===== config.mk =====
export PLATFORM = sky130hd
export DESIGN_NAME = cam_top
export DESIGN_NICKNAME = d
export VERILOG_FILES = /design/src/inc/cam_pkg.sv /design/src/cam_store.sv /design/src/cam_top.sv
export SDC_FILE = /design/constraint.sdc
export NUM_CORES = 2
export LEC_CHECK = 0
export BUFFER_PORTS_ARGS = -buffer_cell sky130_fd_sc_hd__buf_2
export CORE_MARGIN = 2
export CORE_UTILIZATION = 42
export CTS_CLUSTER_DIAMETER = 30
export CTS_CLUSTER_SIZE = 10
export DETAILED_ROUTE_END_ITERATION = 12
export GPL_ROUTABILITY_DRIVEN = 0
export SETUP_SLACK_MARGIN = 0.4
export SLEW_MARGIN = 20
export SYNTH_ARGS = -nofsm -noshare
export SYNTH_HDL_FRONTEND = slang
export SYNTH_SLANG_ARGS = --single-unit

===== constraint.sdc =====
create_clock -name sys_clk -period 17 [get_ports sys_clk]
set_clock_uncertainty 0.2 [all_clocks]
set_input_delay 0.85 -clock sys_clk [delete_from_list [all_inputs] [get_ports sys_clk]]
set_output_delay 0.85 -clock sys_clk [all_outputs]
set_load 0.005 [all_outputs]

===== src/inc/cam_pkg.sv =====
package cam_pkg;

  // Array geometry.
  localparam int unsigned CAM_ENTRIES = 32;
  localparam int unsigned CAM_WIDTH   = 32;
  localparam int unsigned CAM_AW      = 5;
  localparam int unsigned CAM_LINES   = 16;

  // Register byte offsets on the bus.
  localparam logic [5:0] OFS_CTRL  = 6'h00;
  localparam logic [5:0] OFS_WDATA = 6'h04;
  localparam logic [5:0] OFS_WMASK = 6'h08;
  localparam logic [5:0] OFS_ADDR  = 6'h0C;
  localparam logic [5:0] OFS_CMD   = 6'h10;
  localparam logic [5:0] OFS_KEY   = 6'h14;
  localparam logic [5:0] OFS_STAT  = 6'h18;
  localparam logic [5:0] OFS_RES   = 6'h1C;
  localparam logic [5:0] OFS_HITS  = 6'h20;

  // Control fields: mode is two bits, the insertion field six bits.
  localparam int unsigned CTRL_MODE = 0;
  localparam int unsigned CTRL_OHOT = 2;
  localparam int unsigned CTRL_WCE  = 3;
  localparam int unsigned CTRL_RCE  = 4;
  localparam int unsigned CTRL_INS  = 8;
  localparam logic [31:0] CTRL_RST  = 32'h0000_0018;

  // Insertion select bits inside the insertion field.
  localparam int unsigned INS_WD = 0;
  localparam int unsigned INS_WA = 1;
  localparam int unsigned INS_WE = 2;
  localparam int unsigned INS_RA = 3;
  localparam int unsigned INS_RE = 4;
  localparam int unsigned INS_RD = 5;

  // Command, address and status fields.
  localparam int unsigned CMD_WR     = 0;
  localparam int unsigned CMD_RD     = 1;
  localparam int unsigned ADDR_RA    = 8;
  localparam int unsigned STAT_BUSY  = 0;
  localparam int unsigned STAT_MATCH = 1;
  localparam int unsigned STAT_IDX   = 8;

  // Last cycle count of each timed step.
  localparam logic [1:0] WR_LAST      = 2'h1;
  localparam logic [1:0] WR_LAST_MASK = 2'h2;
  localparam logic [1:0] RD_LAST      = 2'h3;

  // Configuration image seed: entry i holds seed plus i.
  localparam logic [31:0] CAM_INIT_BASE = 32'h0000_0000;

  typedef enum logic [1:0] {MODE_CAM, MODE_RAM, MODE_ROM} cam_mode_t;

endpackage : cam_pkg


===== src/cam_store.sv =====
`timescale 1ns/100ps
`default_nettype none
module cam_store #(
  parameter int unsigned ENTRIES   = 32,
  parameter int unsigned WIDTH     = 32,
  parameter int unsigned AW        = 5,
  parameter logic [31:0] INIT_BASE = 32'h0000_0000
) (
  // Clock and read-side clear.
  input  wire logic             clk,
  input  wire logic             rd_clr,
  // Write port.
  input  wire logic             we,
  input  wire logic [AW-1:0]    waddr,
  input  wire logic [WIDTH-1:0] wdata,
  input  wire logic [WIDTH-1:0] wcare,
  // Read port.
  input  wire logic             re,
  input  wire logic [AW-1:0]    raddr,
  output logic      [WIDTH-1:0] rdata_q,
  // Search port.
  input  wire logic [WIDTH-1:0] key,
  output logic      [ENTRIES-1:0] hit_vec
);

  logic [WIDTH-1:0] data_mem [ENTRIES];
  logic [WIDTH-1:0] care_mem [ENTRIES];
  logic [WIDTH-1:0] rdata_d;

  // Configuration image; every bit compares after load.
  initial begin
    for (int i = 0; i < ENTRIES; i++) begin
      data_mem[i] = WIDTH'(INIT_BASE) + WIDTH'(i);
      care_mem[i] = '1;
    end
  end

  // Data and care bits land together so no half-written entry can match.
  // A plain clocked process, because the configuration image also writes the array.
  always @(posedge clk) begin
    if (we) begin
      data_mem[waddr] <= wdata;
      care_mem[waddr] <= wcare;
    end
  end

  // Registered read port.
  always_comb begin
    rdata_d = re ? data_mem[raddr] : rdata_q;
  end

  always_ff @(posedge clk or posedge rd_clr) begin
    if (rd_clr) rdata_q <= '0;
    else rdata_q <= rdata_d;
  end

  // Every entry compares at once; a cleared care bit never blocks a hit.
  for (genvar g = 0; g < ENTRIES; g++) begin : g_cmp
    assign hit_vec[g] = ~|((data_mem[g] ^ key) & care_mem[g]);
  end

endmodule : cam_store
`default_nettype wire


===== src/cam_top.sv =====
// The address map and the Avalon-MM slave port were chosen for this implementation.
`timescale 1ns/100ps
`default_nettype none
module cam_top #(
  parameter logic [31:0] INIT_BASE = cam_pkg::CAM_INIT_BASE
) (
  // Clock and clears.
  input  wire logic        sys_clk,
  input  wire logic        sys_rst,
  input  wire logic        clr_global,
  input  wire logic        clr_wr_local,
  input  wire logic        clr_rd_local,
  // Avalon-MM slave.
  input  wire logic [5:0]  avs_address,
  input  wire logic        avs_read,
  input  wire logic        avs_write,
  input  wire logic [31:0] avs_writedata,
  input  wire logic [3:0]  avs_byteenable,
  output logic      [31:0] avs_readdata,
  output logic             avs_waitrequest,
  // Search results.
  output logic             match,
  output logic [cam_pkg::CAM_AW-1:0]    match_index,
  output logic [cam_pkg::CAM_LINES-1:0] hit_lines,
  output logic             hit_valid,
  output logic             hit_half
);
  import cam_pkg::*;

  typedef enum logic [2:0] {S_IDLE, S_WR, S_SRCH, S_OHLO, S_OHHI, S_RD, S_ACK} cam_state_t;

  logic              wr_clr, rd_clr, sel_cmd, sel_key, op_req, reg_wr, ohot, wce, rce;
  logic              dev_clr;
  logic [5:0]        ins;
  cam_mode_t         mode;
  logic [31:0]       ctrl_q, ctrl_d, wdata_q, wdata_d, wmask_q, wmask_d;
  logic [31:0]       addr_q, addr_d, key_q, key_d, rdat_q, rdat_d;
  logic              rd_pend_q, rd_pend_d;
  cam_state_t        st_q, st_d;
  logic [1:0]        cnt_q, cnt_d;
  logic              we_s, re_s;
  logic [31:0]       hit_q, hit_d, res_q, res_d, hit_vec;
  logic              match_q, match_d, hv_q, hv_d, half_q, half_d;
  logic [4:0]        idx_q, idx_d;
  logic [15:0]       lines_q, lines_d;
  logic [31:0]       wd_q, wd_d, wc_q, wc_d, rdo_q, rdo_d, mem_rd, rd_e, wd_e, wc_e;
  logic [4:0]        wa_q, wa_d, ra_q, ra_d, wa_e, ra_e;
  logic              we_q, we_d, re_q, re_d, mem_we, mem_re;

  // Write-side and read-side registers each have their own clear.
  assign wr_clr = sys_rst | clr_global | clr_wr_local;
  assign rd_clr = sys_rst | clr_global | clr_rd_local;
  assign dev_clr = sys_rst | clr_global;

  // Control field decode.
  assign mode = cam_mode_t'(ctrl_q[CTRL_MODE +: 2]);
  assign ohot = ctrl_q[CTRL_OHOT];
  assign wce  = ctrl_q[CTRL_WCE];
  assign rce  = ctrl_q[CTRL_RCE];
  assign ins  = ctrl_q[CTRL_INS +: 6];

  // Command and key writes are held by waitrequest until the step ends.
  assign sel_cmd = avs_address == OFS_CMD;
  assign sel_key = avs_address == OFS_KEY;
  assign op_req  = avs_write & (sel_cmd | sel_key);
  assign reg_wr  = avs_write & ~op_req;
  assign avs_waitrequest = op_req ? (st_q != S_ACK) : (avs_read & ~rd_pend_q);
  assign avs_readdata = rdat_q;

  // Byte-lane merge for writable registers.
  function automatic logic [31:0] be_merge(input logic [31:0] old_v, input logic [31:0] new_v,
                                           input logic [3:0] be);
    logic [31:0] r;
    r = old_v;
    for (int b = 0; b < 4; b++) begin
      if (be[b]) r[8*b +: 8] = new_v[8*b +: 8];
    end
    return r;
  endfunction : be_merge

  // Lowest matching entry wins, so duplicates give a stable but partial answer.
  function automatic logic [4:0] first_hit(input logic [31:0] h);
    logic [4:0] r;
    r = '0;
    for (int i = CAM_ENTRIES - 1; i >= 0; i--) begin
      if (h[i]) r = 5'(i);
    end
    return r;
  endfunction : first_hit

  // Register file next values; reads take one wait cycle so data comes from a flop.
  always_comb begin
    logic [31:0] stat;
    stat = '0;
    stat[STAT_BUSY]      = st_q != S_IDLE;
    stat[STAT_MATCH]     = match_q;
    stat[STAT_IDX +: 5]  = idx_q;
    ctrl_d    = ctrl_q;
    wdata_d   = wdata_q;
    wmask_d   = wmask_q;
    addr_d    = addr_q;
    key_d     = key_q;
    rdat_d    = rdat_q;
    rd_pend_d = avs_read & ~rd_pend_q;
    if (reg_wr) begin
      case (avs_address)
        OFS_CTRL:  ctrl_d  = be_merge(ctrl_q, avs_writedata, avs_byteenable);
        OFS_WDATA: wdata_d = be_merge(wdata_q, avs_writedata, avs_byteenable);
        OFS_WMASK: wmask_d = be_merge(wmask_q, avs_writedata, avs_byteenable);
        OFS_ADDR:  addr_d  = be_merge(addr_q, avs_writedata, avs_byteenable);
        default: ;
      endcase
    end
    if (op_req && sel_key && st_q == S_IDLE) begin
      key_d = be_merge(key_q, avs_writedata, avs_byteenable);
    end
    if (avs_read && !rd_pend_q) begin
      case (avs_address)
        OFS_CTRL:  rdat_d = ctrl_q;
        OFS_WDATA: rdat_d = wdata_q;
        OFS_WMASK: rdat_d = wmask_q;
        OFS_ADDR:  rdat_d = addr_q;
        OFS_KEY:   rdat_d = key_q;
        OFS_STAT:  rdat_d = stat;
        OFS_RES:   rdat_d = res_q;
        OFS_HITS:  rdat_d = hit_q;
        default:   rdat_d = '0;
      endcase
    end
  end

  always_ff @(posedge sys_clk or posedge dev_clr) begin
    if (dev_clr) begin
      ctrl_q    <= CTRL_RST;
      wdata_q   <= '0;
      wmask_q   <= '0;
      addr_q    <= '0;
      key_q     <= '0;
      rdat_q    <= '0;
      rd_pend_q <= 1'b0;
    end else begin
      ctrl_q    <= ctrl_d;
      wdata_q   <= wdata_d;
      wmask_q   <= wmask_d;
      addr_q    <= addr_d;
      key_q     <= key_d;
      rdat_q    <= rdat_d;
      rd_pend_q <= rd_pend_d;
    end
  end

  // Sequencer for writes, searches and memory reads.
  always_comb begin
    st_d    = st_q;
    cnt_d   = cnt_q;
    we_s    = 1'b0;
    re_s    = 1'b0;
    hit_d   = hit_q;
    match_d = match_q;
    idx_d   = idx_q;
    res_d   = res_q;
    lines_d = lines_q;
    hv_d    = 1'b0;
    half_d  = half_q;
    case (st_q)
      S_IDLE: begin
        if (op_req) begin
          cnt_d = '0;
          st_d  = S_ACK;
          if (sel_key && mode == MODE_CAM) begin
            st_d = S_SRCH;
          end else if (sel_cmd && avs_writedata[CMD_WR] && mode != MODE_ROM) begin
            st_d = S_WR;
          end else if (sel_cmd && avs_writedata[CMD_RD] && mode != MODE_CAM) begin
            st_d = S_RD;
          end
        end
      end
      S_WR: begin
        cnt_d = cnt_q + 2'h1;
        if (cnt_q == ((wmask_q != '0) ? WR_LAST_MASK : WR_LAST)) begin
          we_s = 1'b1;
          st_d = S_ACK;
        end
      end
      S_SRCH: begin
        hit_d   = hit_vec;
        match_d = hit_vec != '0;
        idx_d   = first_hit(hit_vec);
        res_d   = {27'h0, first_hit(hit_vec)};
        st_d    = ohot ? S_OHLO : S_ACK;
      end
      S_OHLO: begin
        lines_d = hit_q[15:0];
        hv_d    = 1'b1;
        half_d  = 1'b0;
        st_d    = S_OHHI;
      end
      S_OHHI: begin
        lines_d = hit_q[31:16];
        hv_d    = 1'b1;
        half_d  = 1'b1;
        st_d    = S_ACK;
      end
      S_RD: begin
        re_s  = cnt_q == '0;
        cnt_d = cnt_q + 2'h1;
        if (cnt_q == RD_LAST) begin
          res_d = rd_e;
          st_d  = S_ACK;
        end
      end
      S_ACK:   st_d = S_IDLE;
      default: st_d = S_IDLE;
    endcase
  end

  always_ff @(posedge sys_clk or posedge dev_clr) begin
    if (dev_clr) begin
      st_q  <= S_IDLE;
      cnt_q <= '0;
    end else begin
      st_q  <= st_d;
      cnt_q <= cnt_d;
    end
  end

  // Result side sits on the read-side clear.
  always_ff @(posedge sys_clk or posedge rd_clr) begin
    if (rd_clr) begin
      hit_q   <= '0;
      match_q <= 1'b0;
      idx_q   <= '0;
      res_q   <= '0;
      lines_q <= '0;
      hv_q    <= 1'b0;
      half_q  <= 1'b0;
    end else begin
      hit_q   <= hit_d;
      match_q <= match_d;
      idx_q   <= idx_d;
      res_q   <= res_d;
      lines_q <= lines_d;
      hv_q    <= hv_d;
      half_q  <= half_d;
    end
  end

  // Optional port registers; each side holds while its enable is low, so the two
  // sides advance independently even though they share one clock.
  always_comb begin
    wd_d  = wce ? wdata_q : wd_q;
    wc_d  = wce ? ~wmask_q : wc_q;
    wa_d  = wce ? addr_q[4:0] : wa_q;
    we_d  = wce ? we_s : we_q;
    ra_d  = rce ? addr_q[ADDR_RA +: 5] : ra_q;
    re_d  = rce ? re_s : re_q;
    rdo_d = rce ? mem_rd : rdo_q;
  end

  always_ff @(posedge sys_clk or posedge wr_clr) begin
    if (wr_clr) begin
      wd_q <= '0;
      wc_q <= '0;
      wa_q <= '0;
      we_q <= 1'b0;
    end else begin
      wd_q <= wd_d;
      wc_q <= wc_d;
      wa_q <= wa_d;
      we_q <= we_d;
    end
  end

  always_ff @(posedge sys_clk or posedge rd_clr) begin
    if (rd_clr) begin
      ra_q  <= '0;
      re_q  <= 1'b0;
      rdo_q <= '0;
    end else begin
      ra_q  <= ra_d;
      re_q  <= re_d;
      rdo_q <= rdo_d;
    end
  end

  // Bypass or registered path per port; the read wait covers the longest chain.
  assign wd_e   = ins[INS_WD] ? wd_q : wdata_q;
  assign wc_e   = ins[INS_WD] ? wc_q : ~wmask_q;
  assign wa_e   = ins[INS_WA] ? wa_q : addr_q[4:0];
  assign ra_e   = ins[INS_RA] ? ra_q : addr_q[ADDR_RA +: 5];
  assign rd_e   = ins[INS_RD] ? rdo_q : mem_rd;
  assign mem_we = (ins[INS_WE] ? we_q : we_s) & wce & (mode != MODE_ROM);
  assign mem_re = (ins[INS_RE] ? re_q : re_s) & rce;

  // Entry storage with parallel compare.
  cam_store #(
    .ENTRIES   (CAM_ENTRIES),
    .WIDTH     (CAM_WIDTH),
    .AW        (CAM_AW),
    .INIT_BASE (INIT_BASE)
  ) u_store (
    .clk     (sys_clk),
    .rd_clr  (rd_clr),
    .we      (mem_we),
    .waddr   (wa_e),
    .wdata   (wd_e),
    .wcare   (wc_e),
    .re      (mem_re),
    .raddr   (ra_e),
    .rdata_q (mem_rd),
    .key     (key_q),
    .hit_vec (hit_vec)
  );

  // Result outputs.
  assign match       = match_q;
  assign match_index = idx_q;
  assign hit_lines   = lines_q;
  assign hit_valid   = hv_q;
  assign hit_half    = half_q;
endmodule : cam_top
`default_nettype wire


## Word level (Yosys, flattened, before mapping)

Memory sizes are Yosys's and may differ from the RTL's. A register that Yosys moved wholly into a read port is not among the register bits.
Index checks and enable logic that the tools add are counted.

- $add $sub $neg: 1
- Eq/ne operators: 20
- Muxes and demuxes: 62
- Bitwise gates (word level): 77
- Reduce and logical (&&, ||, !) cells: 109

Operator list:

| cell | count |
|---|---|
| 32-bit bitwise AND | 32 |
| 32-bit OR reduction | 32 |
| 32-bit XOR | 32 |
| 32-bit one-hot mux with 8 select lines | 1 |
| 5-bit 2-to-1 mux | 34 |
| 32-bit 2-to-1 mux | 4 |
| 32-bit one-hot mux with 2 select lines | 1 |
| 32-bit nonzero test | 2 |
| 3-bit AND reduction | 17 |
| 1-bit zero test | 33 |
| 32-bit NOT | 1 |
| 16-bit one-hot mux with 2 select lines | 1 |
| 6-bit by 5-bit == test with 1-bit output, second input constant | 4 |
| 3-bit 2-to-1 mux | 6 |
| 3-bit one-hot mux with 6 select lines | 1 |
| 6-bit by 4-bit == test with 1-bit output, second input constant | 2 |
| 2-bit AND reduction | 6 |
| 1-bit 2-to-1 mux | 9 |
| 1-bit logical AND | 8 |
| 2-bit != test, second input constant | 4 |
| 2-bit nonzero test | 4 |
| 1-bit bitwise AND | 6 |
| 3-bit by 2-bit == test with 1-bit output, second input constant | 2 |
| 3-bit == test, second input constant | 2 |
| 17 further kinds | 25 |

- Bits in registers: 394
- Bits in writable memories: 2048
- Output and inout port bits: 57
- Logic and storage cells: 309
- Memories kept: 2

Memories:

| name | depth | bits a word | rd ports | clocked after Yosys merged registers in | write ports | line | RTL |
|---|---|---|---|---|---|---|---|
| u_store.care_mem | 32 | 32 | 32 | 0 | 1 | cam_store.sv:27 | `logic [WIDTH-1:0] care_mem [ENTRIES];` |
| u_store.data_mem | 32 | 32 | 33 | 1 | 1 | cam_store.sv:26 | `logic [WIDTH-1:0] data_mem [ENTRIES];` |

## Logic depth before layout (Yosys ltp)

An unclocked memory read counts as a cell.

- Depth in word-level cells: 37
- Mapped depth: 12
- Mapped depth without buffers: 9

## Modules after synthesis

From an unflattened synthesis, not the netlist that was laid out.

- Cell total of the unflattened synthesis: 6563
- Area, all modules: 103997.2 µm²

Modules (own cells, without submodules):

| module | times used | cells an instance | area each (µm²) |
|---|---|---|---|
| cam_store | 1 | 5050 | 86041.3 |
| cam_top | 1 | 1513 | 17956.0 |

## Worst setup path before layout

OpenSTA, ideal clock, no wires.

- Kind: reg-to-reg
- Start point: reg wmask_q[0]
- End point: mem u_store.care_mem[4][0] (enable)
- Arrival: 4.680 ns
- Setup slack: 11.626 ns
- Stages on the path, launching flop included: 10
- Buffers on the path: 0
- Period minus slack after synthesis: 5.374 ns
- Cells stage by stage: dfrtp_1 nor4_1 nand4_1 nor4_1 o21bai_1 nand4b_1 a21oi_1 nor2b_1 and2_1 nor2b_1

- Longest elaborated chain between the ends: 10

Ends and longest elaborated chain:

| item | line | RTL |
|---|---|---|
| start, declared | cam_top.sv:36 | `logic [31:0] ctrl_q, ctrl_d, wdata_q, wdata_d, wmask_q, wmask_d;` |
| start signal, assigned | cam_top.sv:144 | `wmask_q <= wmask_d;` |
| 32-bit nonzero test | cam_top.sv:181 | `if (cnt_q == ((wmask_q != '0) ? WR_LAST_MASK : WR_LAST)) begin` |
| 2-bit 2-to-1 mux | cam_top.sv:181 |  |
| 2-bit == test | cam_top.sv:181 |  |
| 1-bit 2-to-1 mux | cam_top.sv:181 |  |
| 1-bit 2-to-1 mux | cam_top.sv:165 | `case (st_q)` |
| 1-bit 2-to-1 mux | cam_top.sv:293 | `assign mem_we = (ins[INS_WE] ? we_q : we_s) & wce & (mode != MODE_ROM);` |
| 1-bit bitwise AND (2 in series) | cam_top.sv:293 |  |
| 1-bit 2-to-1 mux | cam_store.sv:41 | `if (we) begin` |
| 1-bit 2-to-1 mux (not written as such) | cam_store.sv:43 | `care_mem[waddr] <= wcare;` |
| end, declared | cam_store.sv:27 |  |

Every way passes these cells.

## Worst setup path after layout

- Start point: reg wmask_q[29]
- End point: mem u_store.care_mem[21][22] (enable)

Same word-level chain as after synthesis.

==> out/qor.txt <==
Post-Syn Nets -> 6444
Combinational Power Share -> 7.7%
Dpl cells -> 9621
Vias -> 63601
CTS Buf Count -> 492
CTS Hold Bufs -> 30
Multi-input logic area -> 0.0307 sq mm
WL/cell -> 33.8 microns
Sequential fraction of the synthesis area -> 69.2%
Die width -> 502 microns
Synth Instances -> 6393
Mapped Area -> 0.104 sq mm
Grt total ovfl -> 0
Largest fanout on the critical path -> 44
Sequential Power Share -> 38.7%
GR Util All Layers -> 27.9%
Crit Path Class -> register to register
Type of origin of the critical path -> register
HPWL after detailed placement -> 232000 microns
Area growth, synth to finish -> 20.8%
Drt drc -> 0
Peak supply drop -> 110 uV
Share of cells above drive strength 1 -> 24.1%
Vias/cell -> 6.02
Resized Gates After CTS -> 0
Final #Nets -> 6886
Arr. time, crit path -> 6350 ps
Psw -> 4.30 mW
Commonest non-fill, non-tap cell in the layout -> edfxtp_1
Top_reg_cell synth -> edfxtp_1
FP Rows -> 182
RSZ-0062 raised after global routing -> false
CTS tree -> built
Clock Power Share -> 53.5%
Initial antenna violation count -> 38
Pwr per Cell Area -> 142 mW/mm^2
Max_cap viols -> 0
Post-placement setup slack -> 11090 ps
Clock transition at the registers of the reported paths -> 50 ps
Final Setup Violations -> 0
Setup Buffers After CTS -> 0
Worst-Margin Slew -> 1240 ps
Non-filler cells, final -> 10563
Worst hold slack -> 74.9 ps
Core box area -> 0.246 sq mm
Final period util -> 35.3%
Routed Antenna Nets -> 0
Biggest regs -> u_store.care_mem x1024, u_store.data_mem x1024
First-pass GRT wire length -> 492000 microns
Crit path time final -> 6000 ps
Sw Ratio -> 24.1%
Commonest non-fill, non-tap cells in the layout -> edfxtp_1, xor2_1, nand2_1, a22oi_1, clkbuf_16
Crit path cell chain -> nor4_1 -> nand4_1 -> nor4_1 -> o21bai_1 -> nand4b_1 -> a21oi_1 -> nor2b_1 -> nand2_1 -> nor2_4 -> buf_4
Clock latency on the worst-skew pair -> 1040 ps
Internal -> 13.5 mW
Worst path max stage delay -> 820 ps
Root Buffer -> clkbuf_16
Pins Over Slew Limit -> 0
Total Wirelength -> 357000 microns
Lkg Pwr -> 47.9 nW
Setup TNS -> 0 ps
Clock sink count -> 2474
Final setup margin -> 11000 ps
Library cells used by synthesis -> 66
Outcome -> finished clean
Storage element area -> 0.0722 sq mm
Die Ht -> 502 microns
Cell area after layout -> 0.126 sq mm
Initial Util -> 42.3%
Crit. End Element -> register
Fmax -> 167 MHz
Critical Path RT -> 17350 ps
Final hold viol count -> 0
IO Pins -> 106
Synthesized flop and latch total -> 2474
CTS H-tree depth -> 5
Ys async rst share -> 17.2%
Starting DRC count in detailed routing -> 9616
Pre-antenna DRT Iters -> 9
Post-DP Area -> 0.109 sq mm
Fill cell count -> 20160
Port bufs -> 105
YS warnings -> 0
Clk buf depth -> 4
Crit path top cell by count -> nor4_1
Mean area per synthesized cell -> 16.3 sq um
Number of flops mapped to enable cells by yosys -> 2048
CP max stage cell -> nor4_1
Max transition margin -> 17.3%
Largest net degree at the start of global routing -> 136
Hold WC Path Type -> input pin to register
Number of global-route vias before repair -> 62375
Die area -> 0.252 sq mm
## cell usage after synthesis (33+ instances only)
library cell	instances	area share, %
edfxtp_1	2048	59
xor2_1	1024	8.6
nand2_1	525	1.9
a22oi_1	520	3.7
dfrtp_1	424	10
mux2_2	291	3.1
mux4_2	257	5.6
clkbuf_1	153	0.55
nand4_1	133	0.80
o21ai_0	125	0.60
mux2i_1	111	1.1
nor2_1	89	0.32
buf_2	84	0.40
nand3_1	69	0.33
buf_6	48	0.52
inv_1	45	0.16
a21oi_1	43	0.21
and3_1	36	0.22
nor4_1	36	0.22
a31oi_1	35	0.21
a22o_1	33	0.28
## power by group through the flow
stage          logic, mW  clock network [mW]  registers, mW
2_1_floorplan      0.766                   0           6.95
3_3_place_gp        1.34                   0           7.01
3_5_place_dp        1.34                   0           7.01
4_1_cts             1.36                9.60           6.90
5_1_grt             1.43                9.91           6.91
6_report            1.38                9.55           6.91
## worst max-delay path, delay by kind of cell (launching register included)
family          cells  cell delay [ps]
compound gates      2              560
flops               1              460
buf+inv             1              710
simple gates        7             3430
## layer usage
metal / routed length, microns / GRT usage [%] / vias up
met5: 114 / 0 / -
met4: 18600 / 13.4 / 16
met3: 36700 / 6.03 / 680
met2: 164000 / 43.3 / 3840
met1: 138000 / 37.4 / 33287
li1: - / - / 25778
## cells by family (layout without fill, tap and decap cells)
kind of cell / count (synthesis) / count (layout) / synth area share, %
compound gates: 889 / 889 / 6.14
mux: 660 / 660 / 9.78
buf+inv: 382 / 1233 / 1.92
fa+ha+maj: 2 / 2 / 0.0240
other cells: 0 / 7 / 0
flops: 2474 / 2474 / 69.2
xor+xnor: 1024 / 1024 / 8.60
simple gates: 962 / 962 / 4.31
## path summary, 6_finish.rpt
path / start / to / slack [ps] / cells past startpoint
max in group asynchronous: clr_global / rdo_q[28]$_DFFE_PP0P_ / 14330 / 5
setup / recovery: wmask_q[29]$_DFFE_PP0P_ / u_store.care_mem[21][22]$_DFFE_PP_ / 11000 / 10
min in group asynchronous: sys_rst / rd_pend_q$_DFF_PP0_ / 490 / 4
hold / removal: avs_writedata[5] / addr_q[5]$_DFFE_PP0P_ / 70 / 2
hold reg to reg: res_q[4]$_DFFE_PP0P_ / res_q[4]$_DFFE_PP0P_ / 280 / 1
setup reg to reg: wmask_q[29]$_DFFE_PP0P_ / u_store.care_mem[21][22]$_DFFE_PP_ / 11000 / 10
## per-stage QoR
stage / utilization (%) / total power, mW
6_report: 51.1 / 17.8
5_1_grt: 51.1 / 18.2
4_1_cts: 51.1 / 17.9
3_5_place_dp: 44.2 / 8.36
3_3_place_gp: 44.2 / 8.34
2_1_floorplan: - / 7.71
## final cells by class
type | instances | share of cell area, %
multi-input cells | 3537 | 24.4
diodes | 7 | 0.0139
inverters | 45 | 0.134
clock buffers | 590 | 10.5
clock inverters | 313 | 2.68
well taps | 3312 | 3.29
repair buffers | 285 | 1.62
flip-flops and latches | 2474 | 57.4
No activity file was read; power rests on OpenSTA's default activity.
